[config.mk]
export PLATFORM = sky130hd
export DESIGN_NAME = self_program_flash_control
export DESIGN_NICKNAME = d
export VERILOG_FILES = /design/src/self_program_flash_control.v /design/src/page_buffer_ram.v /design/src/flash_op_timer.v
export VERILOG_INCLUDE_DIRS = /design/src /design/src/src
export SDC_FILE = /design/constraint.sdc
export NUM_CORES = 1
export LEC_CHECK = 0
export BUFFER_PORTS_ARGS = -buffer_cell sky130_fd_sc_hd__buf_2
export CAP_MARGIN = 20
export CORE_MARGIN = 5
export CORE_UTILIZATION = 52
export DETAILED_ROUTE_END_ITERATION = 6
export GPL_ROUTABILITY_DRIVEN = 0
export PLACE_DENSITY = 0.81
export RECOVER_POWER = 50
export SYNTH_ARGS = -nofsm -noshare
export SYNTH_HDL_FRONTEND = slang
export SYNTH_SLANG_ARGS = --single-unit
[constraint.sdc]
create_clock -name core_clk_i -period 2.2 [get_ports core_clk_i]
set_input_delay 0.33 -clock core_clk_i [delete_from_list [all_inputs] [get_ports core_clk_i]]
set_output_delay 0.33 -clock core_clk_i [all_outputs]
set_load 0.02 [all_outputs]
[src/spfc_regs.vh]
// offsets, field positions, patterns and timing counts of the self-program flash control
`ifndef SPFC_REGS_VH
`define SPFC_REGS_VH

// word index of each register; byte address is four times the index
`define SPC_IDX 6'h00
`define STAT_IDX 6'h01

// store_program_control fields
`define BIT_BUF_CLR 4
`define BIT_FUSE_RD 3
`define BIT_PG_WRITE 2
`define BIT_PG_ERASE 1
`define BIT_ENABLE 0
`define CTRL_RESET 5'h00

// the only accepted low-five-bit patterns
`define PAT_CLEAR 5'h11
`define PAT_FUSE 5'h09
`define PAT_WRITE 5'h05
`define PAT_ERASE 5'h03
`define PAT_LOAD 5'h01

// command windows in clock cycles after the register write
`define STORE_WIN 3'h4
`define LOAD_LAST 3'h2

// fuse and lock addresses in the pointer
`define Z_FUSE_LOW 16'h0000
`define Z_LOCK 16'h0001
`define Z_FUSE_HIGH 16'h0003

// page geometry defaults
`define WORD_W_DEF 4
`define PAGE_W_DEF 5

// flash programming time
`define CLK_PERIOD_NS 50
`define PROG_MIN_NS 3700000
`define PROG_MAX_NS 4500000
// minimum time over the clock period, rounded up, sized to the timer width
`define PROG_CYCLES_DEF 17'h12110
`define PROG_CNT_W 17

`endif

[src/self_program_flash_control.v]
// self-programming controller for the on-chip program flash
`timescale 1ns/1ps
`default_nettype none
`include "spfc_regs.vh"
// Function
// RULE_01 - enable-only pattern then store within four cycles loads one buffer word
// RULE_02 - buffer clears after page write, on clear bit, and after system reset
// RULE_03 - software loads each buffer word once between clears
// RULE_04 - eeprom write during page loading discards all loaded words
// RULE_05 - page write pattern plus store writes page, ignores data, halts core
// RULE_06 - pointer splits into word-in-page and page parts; erase, write independent
// RULE_07 - load-program reads bytes, so pointer bit zero selects the byte
// RULE_08 - control register: bits 7..5 read zero, bits 4..0 read/write
// RULE_09 - writing clear bit while filling empties buffer and loses data
// RULE_10 - page write bit arms next store; clears on completion or timeout
// RULE_11 - page erase bit arms next store; halts core; clears on completion/timeout
// RULE_12 - enable opens store for four cycles; load ignores pointer lsb
// RULE_13 - enable self-clears after store or timeout, stays set during operations
// RULE_14 - only five low-bit patterns act; any other write has no effect
// RULE_15 - eeprom write busy blocks programming commands and fuse reads
// RULE_16 - software checks eeprom busy clear before writing control register
// RULE_17 - pointer one, fuse read: lock two in bit 1, lock one in bit 0
// RULE_18 - fuse read and enable clear after read or three-cycle/four-cycle timeout
// RULE_19 - pointer zero in read window returns fuse low byte
// RULE_20 - pointer three in read window returns fuse high byte
// RULE_21 - programmed bits read zero, unprogrammed bits read one
// RULE_22 - a running flash write finishes through a system reset
// RULE_23 - page erase pattern plus store erases page, ignores data, halts core
// RULE_24 - erase and write last the timed programming period of 3.7 ms min
// RULE_25 - page geometry widths are design parameters
module self_program_flash_control #(
    // RULE_25 page geometry parameters, then the programming cycle count
    parameter WORD_W = `WORD_W_DEF,
    parameter PAGE_W = `PAGE_W_DEF,
    parameter [16:0] PROG_CYCLES = `PROG_CYCLES_DEF
) (
    // clock and resets
    input wire core_clk_i,
    input wire reset_n_i,
    input wire por_n_i,
    // wishbone slave
    input wire wb_cyc_i,
    input wire wb_stb_i,
    input wire wb_we_i,
    input wire [7:0] wb_adr_i,
    input wire [3:0] wb_sel_i,
    input wire [31:0] wb_dat_i,
    output reg [31:0] wb_dat_o,
    output reg wb_ack_o,
    // core instruction side
    input wire store_instr_i,
    input wire load_instr_i,
    input wire [15:0] z_ptr_i,
    input wire [15:0] write_data_pair_i,
    output reg fuse_read_valid_o,
    output reg [7:0] fuse_read_data_o,
    output reg core_halt_o,
    // eeprom status
    input wire eeprom_write_busy_i,
    // fuse and lock state, one means programmed
    input wire [7:0] fuse_low_prog_i,
    input wire [7:0] fuse_high_prog_i,
    input wire lock_bit_one_prog_i,
    input wire lock_bit_two_prog_i,
    // flash array side
    output reg flash_erase_o,
    output reg flash_write_o,
    output reg [PAGE_W-1:0] flash_page_o,
    output reg flash_wr_en_o,
    output reg [WORD_W-1:0] flash_wr_word_o,
    output reg [15:0] flash_wr_data_o
);
    localparam ST_IDLE = 3'b001;
    localparam ST_STREAM = 3'b010;
    localparam ST_PROG = 3'b100;
    localparam NWORDS = 1 << WORD_W;
    localparam [WORD_W-1:0] LAST_WORD = {WORD_W{1'b1}};

    function legal_pat;
        input [4:0] pat;
        begin
            legal_pat = (pat == `PAT_CLEAR) || (pat == `PAT_FUSE) || (pat == `PAT_WRITE) ||
                (pat == `PAT_ERASE) || (pat == `PAT_LOAD);
        end
    endfunction

    // reset synchronisers
    reg rst_meta_ff;
    reg rst_sync_ff;
    reg por_meta_ff;
    reg por_sync_ff;

    // system-reset domain state
    reg [4:0] ctrl_ff;
    reg [2:0] win_ff;

    // power-on domain state, survives a system reset so a running write completes
    reg [2:0] state_ff;
    reg [WORD_W-1:0] idx_ff;
    reg issue_ff;
    reg issue_vld_ff;
    reg [WORD_W-1:0] issue_idx_ff;
    reg [NWORDS-1:0] vld_ff;
    reg rst_pend_ff;

    wire [15:0] ram_q;
    wire tmr_done;
    reg [7:0] nxt_fuse_byte;

    always @(posedge core_clk_i or negedge reset_n_i)
    begin
        if (!reset_n_i)
        begin
            rst_meta_ff <= 1'b0;
            rst_sync_ff <= 1'b0;
        end
        else
        begin
            rst_meta_ff <= 1'b1;
            rst_sync_ff <= rst_meta_ff;
        end
    end

    always @(posedge core_clk_i or negedge por_n_i)
    begin
        if (!por_n_i)
        begin
            por_meta_ff <= 1'b0;
            por_sync_ff <= 1'b0;
        end
        else
        begin
            por_meta_ff <= 1'b1;
            por_sync_ff <= por_meta_ff;
        end
    end

    // bus decode: a write lands on the edge where the master sees ack
    wire wb_req = wb_cyc_i & wb_stb_i;
    wire wb_take = wb_req & wb_ack_o;
    wire spc_hit = (wb_adr_i[7:2] == `SPC_IDX);
    wire stat_hit = (wb_adr_i[7:2] == `STAT_IDX);
    wire [4:0] new_pat = wb_dat_i[4:0];
    wire eng_idle = (state_ff == ST_IDLE);
    // RULE_15 eeprom blocks commands
    wire ctrl_blocked = eeprom_write_busy_i | ~eng_idle;
    // RULE_14 only legal patterns
    wire ctrl_take = wb_take & wb_we_i & wb_sel_i[0] & spc_hit & legal_pat(new_pat) &
        ~ctrl_blocked;

    // RULE_12 store window open
    wire store_ok = store_instr_i & ctrl_ff[`BIT_ENABLE] & (win_ff != 3'h0) & eng_idle &
        ~eeprom_write_busy_i;
    // RULE_10 armed page write
    wire op_write = store_ok & ctrl_ff[`BIT_PG_WRITE];
    // RULE_11 armed page erase
    wire op_erase = store_ok & ctrl_ff[`BIT_PG_ERASE];
    // RULE_01 plain word load
    wire buf_load = store_ok & (ctrl_ff == `PAT_LOAD);
    // RULE_12 lsb of pointer ignored
    wire [WORD_W-1:0] z_word = z_ptr_i[WORD_W:1];
    // RULE_06 page part above word part
    wire [PAGE_W-1:0] z_page = z_ptr_i[WORD_W+PAGE_W:WORD_W+1];
    // RULE_18 three-cycle load window
    wire load_ok = load_instr_i & ctrl_ff[`BIT_FUSE_RD] & ctrl_ff[`BIT_ENABLE] &
        (win_ff >= `LOAD_LAST) & ~eeprom_write_busy_i;
    wire op_done = (state_ff == ST_PROG) & tmr_done;
    wire tmr_start = op_erase | ((state_ff == ST_STREAM) & (idx_ff == LAST_WORD));
    // RULE_03 a second load to a filled word is dropped
    wire ram_we = buf_load & ~vld_ff[z_word];
    // RULE_09 clear pattern empties buffer
    wire clr_by_sw = ctrl_take & (new_pat == `PAT_CLEAR);
    // RULE_04 eeprom write kills partial load
    wire clr_by_ee = eeprom_write_busy_i & (|vld_ff);
    // RULE_02 clear after reset or page write
    wire clr_by_hw = (eng_idle & (rst_pend_ff | ~rst_sync_ff)) | (op_done & flash_write_o);

    always @(posedge core_clk_i or negedge rst_sync_ff)
    begin
        if (!rst_sync_ff)
        begin
            ctrl_ff <= `CTRL_RESET;
            win_ff <= 3'h0;
        end
        else if (ctrl_take)
        begin
            ctrl_ff <= new_pat;
            win_ff <= `STORE_WIN;
        end
        else if (op_done)
        begin
            ctrl_ff <= `CTRL_RESET;
            win_ff <= 3'h0;
        end
        else if (!eng_idle)
        begin
            // RULE_13 enable held during operation
            ctrl_ff <= ctrl_ff;
        end
        else if (op_write | op_erase)
        begin
            win_ff <= 3'h0;
        end
        else if (store_ok | load_ok)
        begin
            // RULE_13 clear after store
            ctrl_ff <= `CTRL_RESET;
            win_ff <= 3'h0;
        end
        else if (ctrl_ff[`BIT_FUSE_RD] & (win_ff == `LOAD_LAST))
        begin
            // RULE_18 three cycles without load
            ctrl_ff <= `CTRL_RESET;
            win_ff <= 3'h0;
        end
        else if (win_ff == 3'h1)
        begin
            // RULE_13 four cycles without store
            ctrl_ff <= `CTRL_RESET;
            win_ff <= 3'h0;
        end
        else if (win_ff != 3'h0)
        begin
            win_ff <= win_ff - 3'h1;
        end
    end

    always @*
    begin
        nxt_fuse_byte = 8'hff;
        // RULE_07 full pointer including bit zero
        case (z_ptr_i)
            `Z_FUSE_LOW:
            begin
                // RULE_19 fuse low byte
                // RULE_21 programmed reads zero
                nxt_fuse_byte = ~fuse_low_prog_i;
            end
            `Z_LOCK:
            begin
                // RULE_17 lock bits two and one
                nxt_fuse_byte = {6'h3f, ~lock_bit_two_prog_i, ~lock_bit_one_prog_i};
            end
            `Z_FUSE_HIGH:
            begin
                // RULE_20 fuse high byte
                nxt_fuse_byte = ~fuse_high_prog_i;
            end
            default:
            begin
                nxt_fuse_byte = 8'hff;
            end
        endcase
    end

    always @(posedge core_clk_i or negedge rst_sync_ff)
    begin
        if (!rst_sync_ff)
        begin
            wb_ack_o <= 1'b0;
            wb_dat_o <= 32'h0;
            fuse_read_valid_o <= 1'b0;
            fuse_read_data_o <= 8'h00;
        end
        else
        begin
            wb_ack_o <= wb_req & ~wb_ack_o;
            if (wb_req & ~wb_ack_o & spc_hit)
            begin
                // RULE_08 reserved bits read zero
                wb_dat_o <= {27'h0, ctrl_ff};
            end
            else if (wb_req & ~wb_ack_o & stat_hit)
            begin
                wb_dat_o <= {27'h0, eeprom_write_busy_i, rst_pend_ff, flash_erase_o,
                    flash_write_o, core_halt_o};
            end
            else if (wb_req & ~wb_ack_o)
            begin
                wb_dat_o <= 32'h0;
            end
            fuse_read_valid_o <= load_ok;
            if (load_ok)
            begin
                fuse_read_data_o <= nxt_fuse_byte;
            end
        end
    end

    // RULE_22 engine runs on power-on reset only
    always @(posedge core_clk_i or negedge por_sync_ff)
    begin
        if (!por_sync_ff)
        begin
            state_ff <= ST_IDLE;
            idx_ff <= {WORD_W{1'b0}};
            issue_ff <= 1'b0;
            issue_vld_ff <= 1'b0;
            issue_idx_ff <= {WORD_W{1'b0}};
            vld_ff <= {NWORDS{1'b0}};
            rst_pend_ff <= 1'b0;
            core_halt_o <= 1'b0;
            flash_erase_o <= 1'b0;
            flash_write_o <= 1'b0;
            flash_page_o <= {PAGE_W{1'b0}};
            flash_wr_en_o <= 1'b0;
            flash_wr_word_o <= {WORD_W{1'b0}};
            flash_wr_data_o <= 16'h0;
        end
        else
        begin
            // buffer words stream out two cycles after their read is issued
            issue_ff <= (state_ff == ST_STREAM);
            issue_idx_ff <= idx_ff;
            issue_vld_ff <= vld_ff[idx_ff];
            flash_wr_en_o <= issue_ff;
            flash_wr_word_o <= issue_idx_ff;
            flash_wr_data_o <= issue_vld_ff ? ram_q : 16'hffff;
            if (!rst_sync_ff & !eng_idle)
            begin
                rst_pend_ff <= 1'b1;
            end
            else if (eng_idle)
            begin
                rst_pend_ff <= 1'b0;
            end
            if (clr_by_sw | clr_by_ee | clr_by_hw)
            begin
                vld_ff <= {NWORDS{1'b0}};
            end
            else if (ram_we)
            begin
                vld_ff[z_word] <= 1'b1;
            end
            case (state_ff)
                ST_IDLE:
                begin
                    if (op_erase)
                    begin
                        // RULE_23 erase halts core
                        state_ff <= ST_PROG;
                        flash_erase_o <= 1'b1;
                        core_halt_o <= 1'b1;
                        flash_page_o <= z_page;
                    end
                    else if (op_write)
                    begin
                        // RULE_05 write halts core
                        state_ff <= ST_STREAM;
                        flash_write_o <= 1'b1;
                        core_halt_o <= 1'b1;
                        flash_page_o <= z_page;
                        idx_ff <= {WORD_W{1'b0}};
                    end
                end
                ST_STREAM:
                begin
                    idx_ff <= idx_ff + {{(WORD_W-1){1'b0}}, 1'b1};
                    if (idx_ff == LAST_WORD)
                    begin
                        state_ff <= ST_PROG;
                    end
                end
                ST_PROG:
                begin
                    // RULE_24 timed programming period
                    if (tmr_done)
                    begin
                        state_ff <= ST_IDLE;
                        flash_erase_o <= 1'b0;
                        flash_write_o <= 1'b0;
                        core_halt_o <= 1'b0;
                    end
                end
                default:
                begin
                    state_ff <= ST_IDLE;
                end
            endcase
        end
    end

    page_buffer_ram #(
        .WORD_W(WORD_W)
    ) u_buf (
        .core_clk_i(core_clk_i),
        .wr_en_i(ram_we),
        .wr_addr_i(z_word),
        .wr_data_i(write_data_pair_i),
        .rd_addr_i(idx_ff),
        .rd_data_o(ram_q)
    );

    flash_op_timer #(
        .CYCLES(PROG_CYCLES)
    ) u_tmr (
        .core_clk_i(core_clk_i),
        .por_n_i(por_sync_ff),
        .start_i(tmr_start),
        .done_o(tmr_done)
    );
endmodule
`default_nettype wire

[src/page_buffer_ram.v]
// temporary page buffer storage, one write port and one registered read port
`timescale 1ns/1ps
`default_nettype none
module page_buffer_ram #(
    parameter WORD_W = 4
) (
    // clock
    input wire core_clk_i,
    // write port
    input wire wr_en_i,
    input wire [WORD_W-1:0] wr_addr_i,
    input wire [15:0] wr_data_i,
    // read port
    input wire [WORD_W-1:0] rd_addr_i,
    output reg [15:0] rd_data_o
);
    reg [15:0] mem [0:(1<<WORD_W)-1];

    // no reset: validity is tracked per word outside, so contents never need clearing
    always @(posedge core_clk_i)
    begin
        if (wr_en_i)
        begin
            mem[wr_addr_i] <= wr_data_i;
        end
        rd_data_o <= mem[rd_addr_i];
    end
endmodule
`default_nettype wire

[src/flash_op_timer.v]
// programming time counter for erase and write operations
`timescale 1ns/1ps
`default_nettype none
module flash_op_timer #(
    parameter [16:0] CYCLES = 17'h1
) (
    // clock and reset
    input wire core_clk_i,
    input wire por_n_i,
    // control
    input wire start_i,
    output wire done_o
);
    reg busy_ff;
    reg [16:0] cnt_ff;

    assign done_o = busy_ff & (cnt_ff == 17'h0);

    always @(posedge core_clk_i or negedge por_n_i)
    begin
        if (!por_n_i)
        begin
            busy_ff <= 1'b0;
            cnt_ff <= 17'h0;
        end
        else if (start_i)
        begin
            busy_ff <= 1'b1;
            cnt_ff <= CYCLES - 17'h1;
        end
        else if (done_o)
        begin
            busy_ff <= 1'b0;
        end
        else if (busy_ff)
        begin
            cnt_ff <= cnt_ff - 17'h1;
        end
    end
endmodule
`default_nettype wire

==> results of run 1 <==
## flip-flops by register name, indices dropped and copies added, names as in the netlist, 3 cells and up
| name | count |
|---|---|
| ctrl_ff | 5 |
| u_tmr.cnt_ff | 17 |
| u_buf.mem | 256 |
| flash_wr_data_o | 16 |
| flash_wr_word_o | 4 |
| state_ff | 3 |
| wb_dat_o | 5 |
| fuse_read_data_o | 8 |
| u_buf.rd_data_o | 16 |
| issue_idx_ff | 4 |
| idx_ff | 4 |
| flash_page_o | 5 |
| win_ff | 3 |
| vld_ff | 16 |
## tightest hold or removal path, cell delays in order
cell and delay, ns:
buf_2 0.11, nand2_1 0.05, o21ai_1 0.06
## path summary, 6_finish.rpt
kind | to | slack, ns | depth (start not counted)
max | flash_erase_o | -0.04 | 4
min | ctrl_ff[3] | 0.07 | 3
max reg2reg | flash_erase_o | -0.04 | 4
min reg2reg | flash_wr_en_o | 0.35 | 0
max in group asynchronous | flash_wr_data_o[9] | 0.35 | 1
min in group asynchronous | por_meta_ff | 0.14 | 2
## cells by family after synthesis
group,share of synthesized area (%)
buf+inv,2.900
xor+xnor,0.8750
compound gates,7.026
flops,70.68
simple gates,6.759
fa+ha+maj,0.5000
mux,11.21
other cells,0.05002
## metrics by stage
step / setup TNS (ns) / hold slack (ns) / cell area, um2 / setup slack [ns]
floorplan: -14.16 / 0.03441 / 15300 / -0.2437
global placement: -0.01227 / 0.1167 / 16730 / -0.01227
detailed placement: -0.3885 / 0.1218 / 16730 / -0.05269
CTS: -0.1964 / 0.05941 / 17990 / -0.04604
global route: -1.846 / 0.07577 / 17990 / -0.1052
finish: -0.2155 / 0.06988 / 17990 / -0.03859
## what timing repair did
action / in CTS / in global routing
cloned: 0 / 1
pin swaps: 4 / 5
buffers inserted: 1 / 2
hold buffers: 2 / 0
endpoints found under the hold margin: 4 / 0
gates resized for setup: 5 / 7
setup endpoints to repair: 31 / 34
## area by class of cell
| type | instances | area, um2 | area share [%] |
|---|---|---|---|
| inverters | 10 | 37.54 | 0.2086 |
| flip-flops and latches | 376 | 10610 | 58.99 |
| multi-input cells | 510 | 4273 | 23.75 |
| clock buffers | 51 | 1060 | 5.891 |
| repair buffers | 186 | 1368 | 7.601 |
| clock inverters | 16 | 160.2 | 0.8902 |
| well taps | 384 | 480.5 | 2.671 |
## cell usage in the layout (no fill, tap or decap), drive strengths merged, types with 3 or more instances in the layout
cell    instances
or2             4
a211oi          3
nor2b           4
nor2           47
or4             3
o31ai           8
nand2b         22
clkbuf         73
o22ai           7
a22oi          18
ha              6
mux2i          77
dfrtp         103
a21oi           5
and2            4
nand3           8
a31oi           4
edfxtp        256
conb           29
nor3            8
a221oi         36
dfxtp          16
o22a            7
or3b            3
o21a           16
or3             8
nand2          50
nand4b          6
a22o            3
nor4           10
inv             8
mux2            5
mux4           38
clkinv         14
bufinv          3
xor2            5
nand4           7
xnor2          10
o21ai          34
buf           162
## power by group
group / total [mW] / internal [mW] / leakage [nW] / switching (mW)
combinational: 3.61 / 1.50 / 2.64 / 2.10
clock: 6.24 / 3.72 / 0.596 / 2.52
sequential: 8.39 / 8.06 / 3.65 / 0.320
## layer usage
layer	up-vias	share of wire (%)	global-route usage (%)
met5	-	0.036	0
met4	2	2.8	6.553
met3	66	7.2	3.496
met2	364	51	34.75
met1	4526	39	26.76
li1	3968	-	-
==> flow_metrics.tcl, run 1 <==
set metrics [dict create \
    outcome "finished with violations" \
    violations "setup timing" \
    antenna_found_initial 1 \
    cp_top_family "simple AND/OR/NAND/NOR gates" \
    power_mw 18.23 \
    yosys_warnings 0 \
    synth.most_common_cell "edfxtp_1" \
    clkLatencyLatePin_ns 0.52 \
    rsz0062_at_grt "true" \
    utilization_pct 62.85 \
    vias 8926 \
    grtUsageTotal_pct 20.31 \
    cp.buffers_inverters 0 \
    grt_pass1_wl_um 52040 \
    cts_max_path_buffers 3 \
    postSynthCellCount 942 \
    start_util_pct 52.45 \
    cts.sinks 376 \
    synthTopCellsByArea "edfxtp_1 51%, dfrtp_1 17%, mux4_2 5.7%, mux2i_1 5.1%, dfxtp_1 2.1%" \
    maxSlewHeadroom_pct 15.73 \
    cts_root_buffer "clkbuf_16" \
    power.density_nw_per_um2 1013 \
    path_cells "or4_4, or4b_4, or3_4, a22o_1" \
    diodes 0 \
    dp_hpwl_um 20790 \
    drv_slew 0 \
    dieArea_um2 32370 \
    numCtsBuffers 37 \
    avgSynthCellArea_um2 15.94 \
    ant_nets 0 \
    synth_top_cell_by_area "edfxtp_1" \
    arrival_ns 2.63 \
    skew_ns 0.01873 \
    finalWorstSetupSlack_ns -0.03859 \
    critPathRequiredTime_ns 2.59 \
    maxCapViolations 0 \
    r2r-start "u_tmr.cnt_ff[9]" \
    synth_common_cells "256 x edfxtp_1, 103 x dfrtp_1, 77 x mux2i_1" \
    core-area_um2 28630 \
    synth_edf_count 256 \
    dp.cells 1460 \
    endpoint_kind "register" \
    crit_path_start_kind "register" \
    h-tree-depth 2 \
    io_buffers 114 \
    path_max_fanout 8 \
    die_w_um 179.9 \
    routed_wl_um 33620 \
    wire_per_inst_um 21.93 \
    row_count 62 \
    worst_pin_slew_ns 1.264 \
    path_class "reg -> reg" \
    min_period_over_period_pct 101.8 \
    fin_cells 1533 \
    fin_nets 1230 \
    yosysTopAreaCellShare_pct 51.20 \
    min_from "wb_dat_i[3]" \
    grt-ovfl-total 0 \
    peakVddDrop_v 0.0007887 \
    grt_max_degree 48 \
    area_growth_pct 19.83 \
    ys_types 59 \
    firstDrtPassIters 5 \
    min_path_type "in -> reg" \
    grt_pass1_vias 9223 \
    slowest_delay_ns 0.57 \
    synth-seq-cells 376 \
    yosysSeqAreaShare_pct 70.68 \
    drc 0 \
    synthFlopType "edfxtp_1" \
    cp_slowest_cell "or4b_4" \
    syn_area_um2 15010 \
    crit_start "u_tmr.cnt_ff[9]" \
    cts_tree "done" \
    clock.fmax_mhz 446.7 \
    fillCellCount 1997 \
    dieHeight_um 179.9 \
    final-hold-violation-count 0 \
    first_iter_violations 775 \
    vias_per_cell 5.823 \
    clk_pin_slew_ns 0.06 \
    drive_above_1_share_pct 26.02 \
    top_level_ports 174 \
    setup_viol 20 \
    min_period_ns 2.239 \
    p_leak_nw 6.881 \
    async_flop_share_pct 27.66 \
]
Power figures use the tool's default switching activity.
==> run 2: changes to the inputs <==
Settings changed: CORE_ASPECT_RATIO set to 0.9.
==> run 2 against run 1 <==
Net effect:
- the run still ends with setup timing left
- register-to-register slack is essentially flat
- via count grew 2.3%
- global-route usage is essentially flat
- critical endpoint unchanged
- largest cell class unchanged
==> flow_metrics.tcl, run 2 (same netlist as run 1, synthesis figures left out) <==
set metrics [dict create \
    maxSlewHeadroom_pct 7.700 \
    ant_nets 0 \
    drive_above_1_share_pct 27.12 \
    cp_slowest_cell "or4b_4" \
    largest_register_ffs 256 \
    row_count 59 \
    cts_tree "done" \
    power.density_nw_per_um2 1019 \
    antenna_found_initial 2 \
    finalWorstSetupSlack_ns -0.04006 \
    pre_cts_slack_ns -0.03795 \
    io_buffers 114 \
    core-area_um2 28720 \
    crit_cells 4 \
    maxCapViolations 0 \
    post-route-cell-area_um2 18030 \
    area_growth_pct 20.12 \
    arrival_ns 2.65 \
    seqCellArea_um2 10610 \
    fin_cells 1524 \
    clkLatencyLatePin_ns 0.52 \
    grtUsageTotal_pct 20.35 \
    dp_hpwl_um 20520 \
    fillCellCount 1972 \
    drv_slew 0 \
    start_util_pct 52.28 \
    cp_top_family "simple AND/OR/NAND/NOR gates" \
    vias_per_cell 5.994 \
    grt_pass1_vias 9052 \
    outcome "finished with violations" \
    firstDrtPassIters 5 \
    numCtsBuffers 39 \
    reg2reg_slack_ns -0.04 \
    dieHeight_um 171.2 \
    fin_nets 1237 \
    final_common_cell "edfxtp_1" \
    top_level_ports 174 \
    final-hold-violation-count 0 \
    most-common-layout-cells "256 x edfxtp_1, 102 x dfrtp_1, 96 x buf_2" \
    dieArea_um2 32370 \
    path_class "reg -> reg" \
    path_cells "or4_4, or4b_4, or3_4, a22o_1" \
    clock.fmax_mhz 446.4 \
    die_w_um 189.1 \
    diodes 0 \
    routed_wl_um 33730 \
    cp.buffers_inverters 0 \
    worst_pin_slew_ns 1.385 \
    first_iter_violations 811 \
    setup_tns_ns -0.1514 \
    min_path_type "in -> reg" \
    wire_per_inst_um 22.13 \
    rsz0062_at_grt "true" \
    utilization_pct 62.80 \
    h-tree-depth 2 \
    min_period_over_period_pct 101.8 \
    vias 9135 \
    path_max_fanout 8 \
    dp.cells 1440 \
    crit_path_start_kind "register" \
    critPathRequiredTime_ns 2.61 \
    cts_max_path_buffers 3 \
    clk_pin_slew_ns 0.06 \
    reg_top3 "u_buf.mem x256, u_tmr.cnt_ff x17" \
    grt-ovfl-total 0 \
    largest-register "u_buf.mem" \
    slowest_delay_ns 0.56 \
    grt_max_degree 64 \
    peakVddDrop_v 0.0006599 \
    violations "setup timing" \
    grt_pass1_wl_um 51520 \
    drc 0 \
    cts.sinks 376 \
    dpl_cell_area_um2 16630 \
    p_leak_nw 6.926 \
    skew_ns 0.01154 \
    multiInputGateArea_um2 4310 \
    setup_viol 16 \
    hold_path_depth 3 \
    min_period_ns 2.240 \
    cts_root_buffer "clkbuf_16" \
    ff2ff_path_depth 4 \
    endpoint_kind "register" \
]
run 2: power breakdown:
| part | switching [mW] | internal, mW | total, mW |
|---|---|---|---|
| sequential | 0.334 | 8.07 | 8.40 |
| combinational | 2.22 | 1.55 | 3.76 |
| clock | 2.60 | 3.61 | 6.22 |
| total | 5.15 | 13.2 | 18.4 |
run 2: layer usage:
metal	share of wire [%]	GRT usage (%)
met3	8.9	4.261
met2	49	33.31
met4	2.6	6.335
met5	0	0
met1	39	27.97
run 2: cell type report:
class	count	share of cell area, %
Inverter	10	0.2081
Multi-Input combinational cell	510	23.90
Clock inverter	20	0.8881
Timing Repair Buffer	191	7.785
Tap cell	366	2.539
Clock buffer	51	5.828
Sequential cell	376	58.85
run 2: stage by stage:
step                power [mW]  hold WS, ns
global placement         12.00       0.1149
global route             19.12      0.06018
detailed placement       12.11       0.1159
floorplan                10.94      0.03441
CTS                      18.39      0.04199
finish                   18.38      0.05841
run 2: final timing paths:
path                                      endpoint             from
worst max-delay path                 flash_erase_o  u_tmr.cnt_ff[9]
worst min-delay path                    ctrl_ff[3]      wb_dat_i[3]
worst max register to register       flash_erase_o  u_tmr.cnt_ff[9]
worst min register to register  flash_wr_word_o[1]  issue_idx_ff[1]
max in group asynchronous       flash_wr_data_o[9]      por_sync_ff
min in group asynchronous              por_meta_ff          por_n_i
run 2: worst register-to-register path, cell delays in order (launching register included):
cell	delay (ns)
dfrtp_1	0.37
or4_4	0.53
or4b_4	0.56
or3_4	0.47
a22o_1	0.20
run 2: what timing repair did:
| item | in CTS | in global routing |
|---|---|---|
| setup endpoints to repair | 28 | 93 |
| hold buffers | 2 | 0 |
| gates resized for setup | 3 | 17 |
| setup buffers | 3 | 7 |
| cloned | 0 | 2 |
| pin swaps | 3 | 11 |
| endpoints found under the hold margin | 4 | 0 |
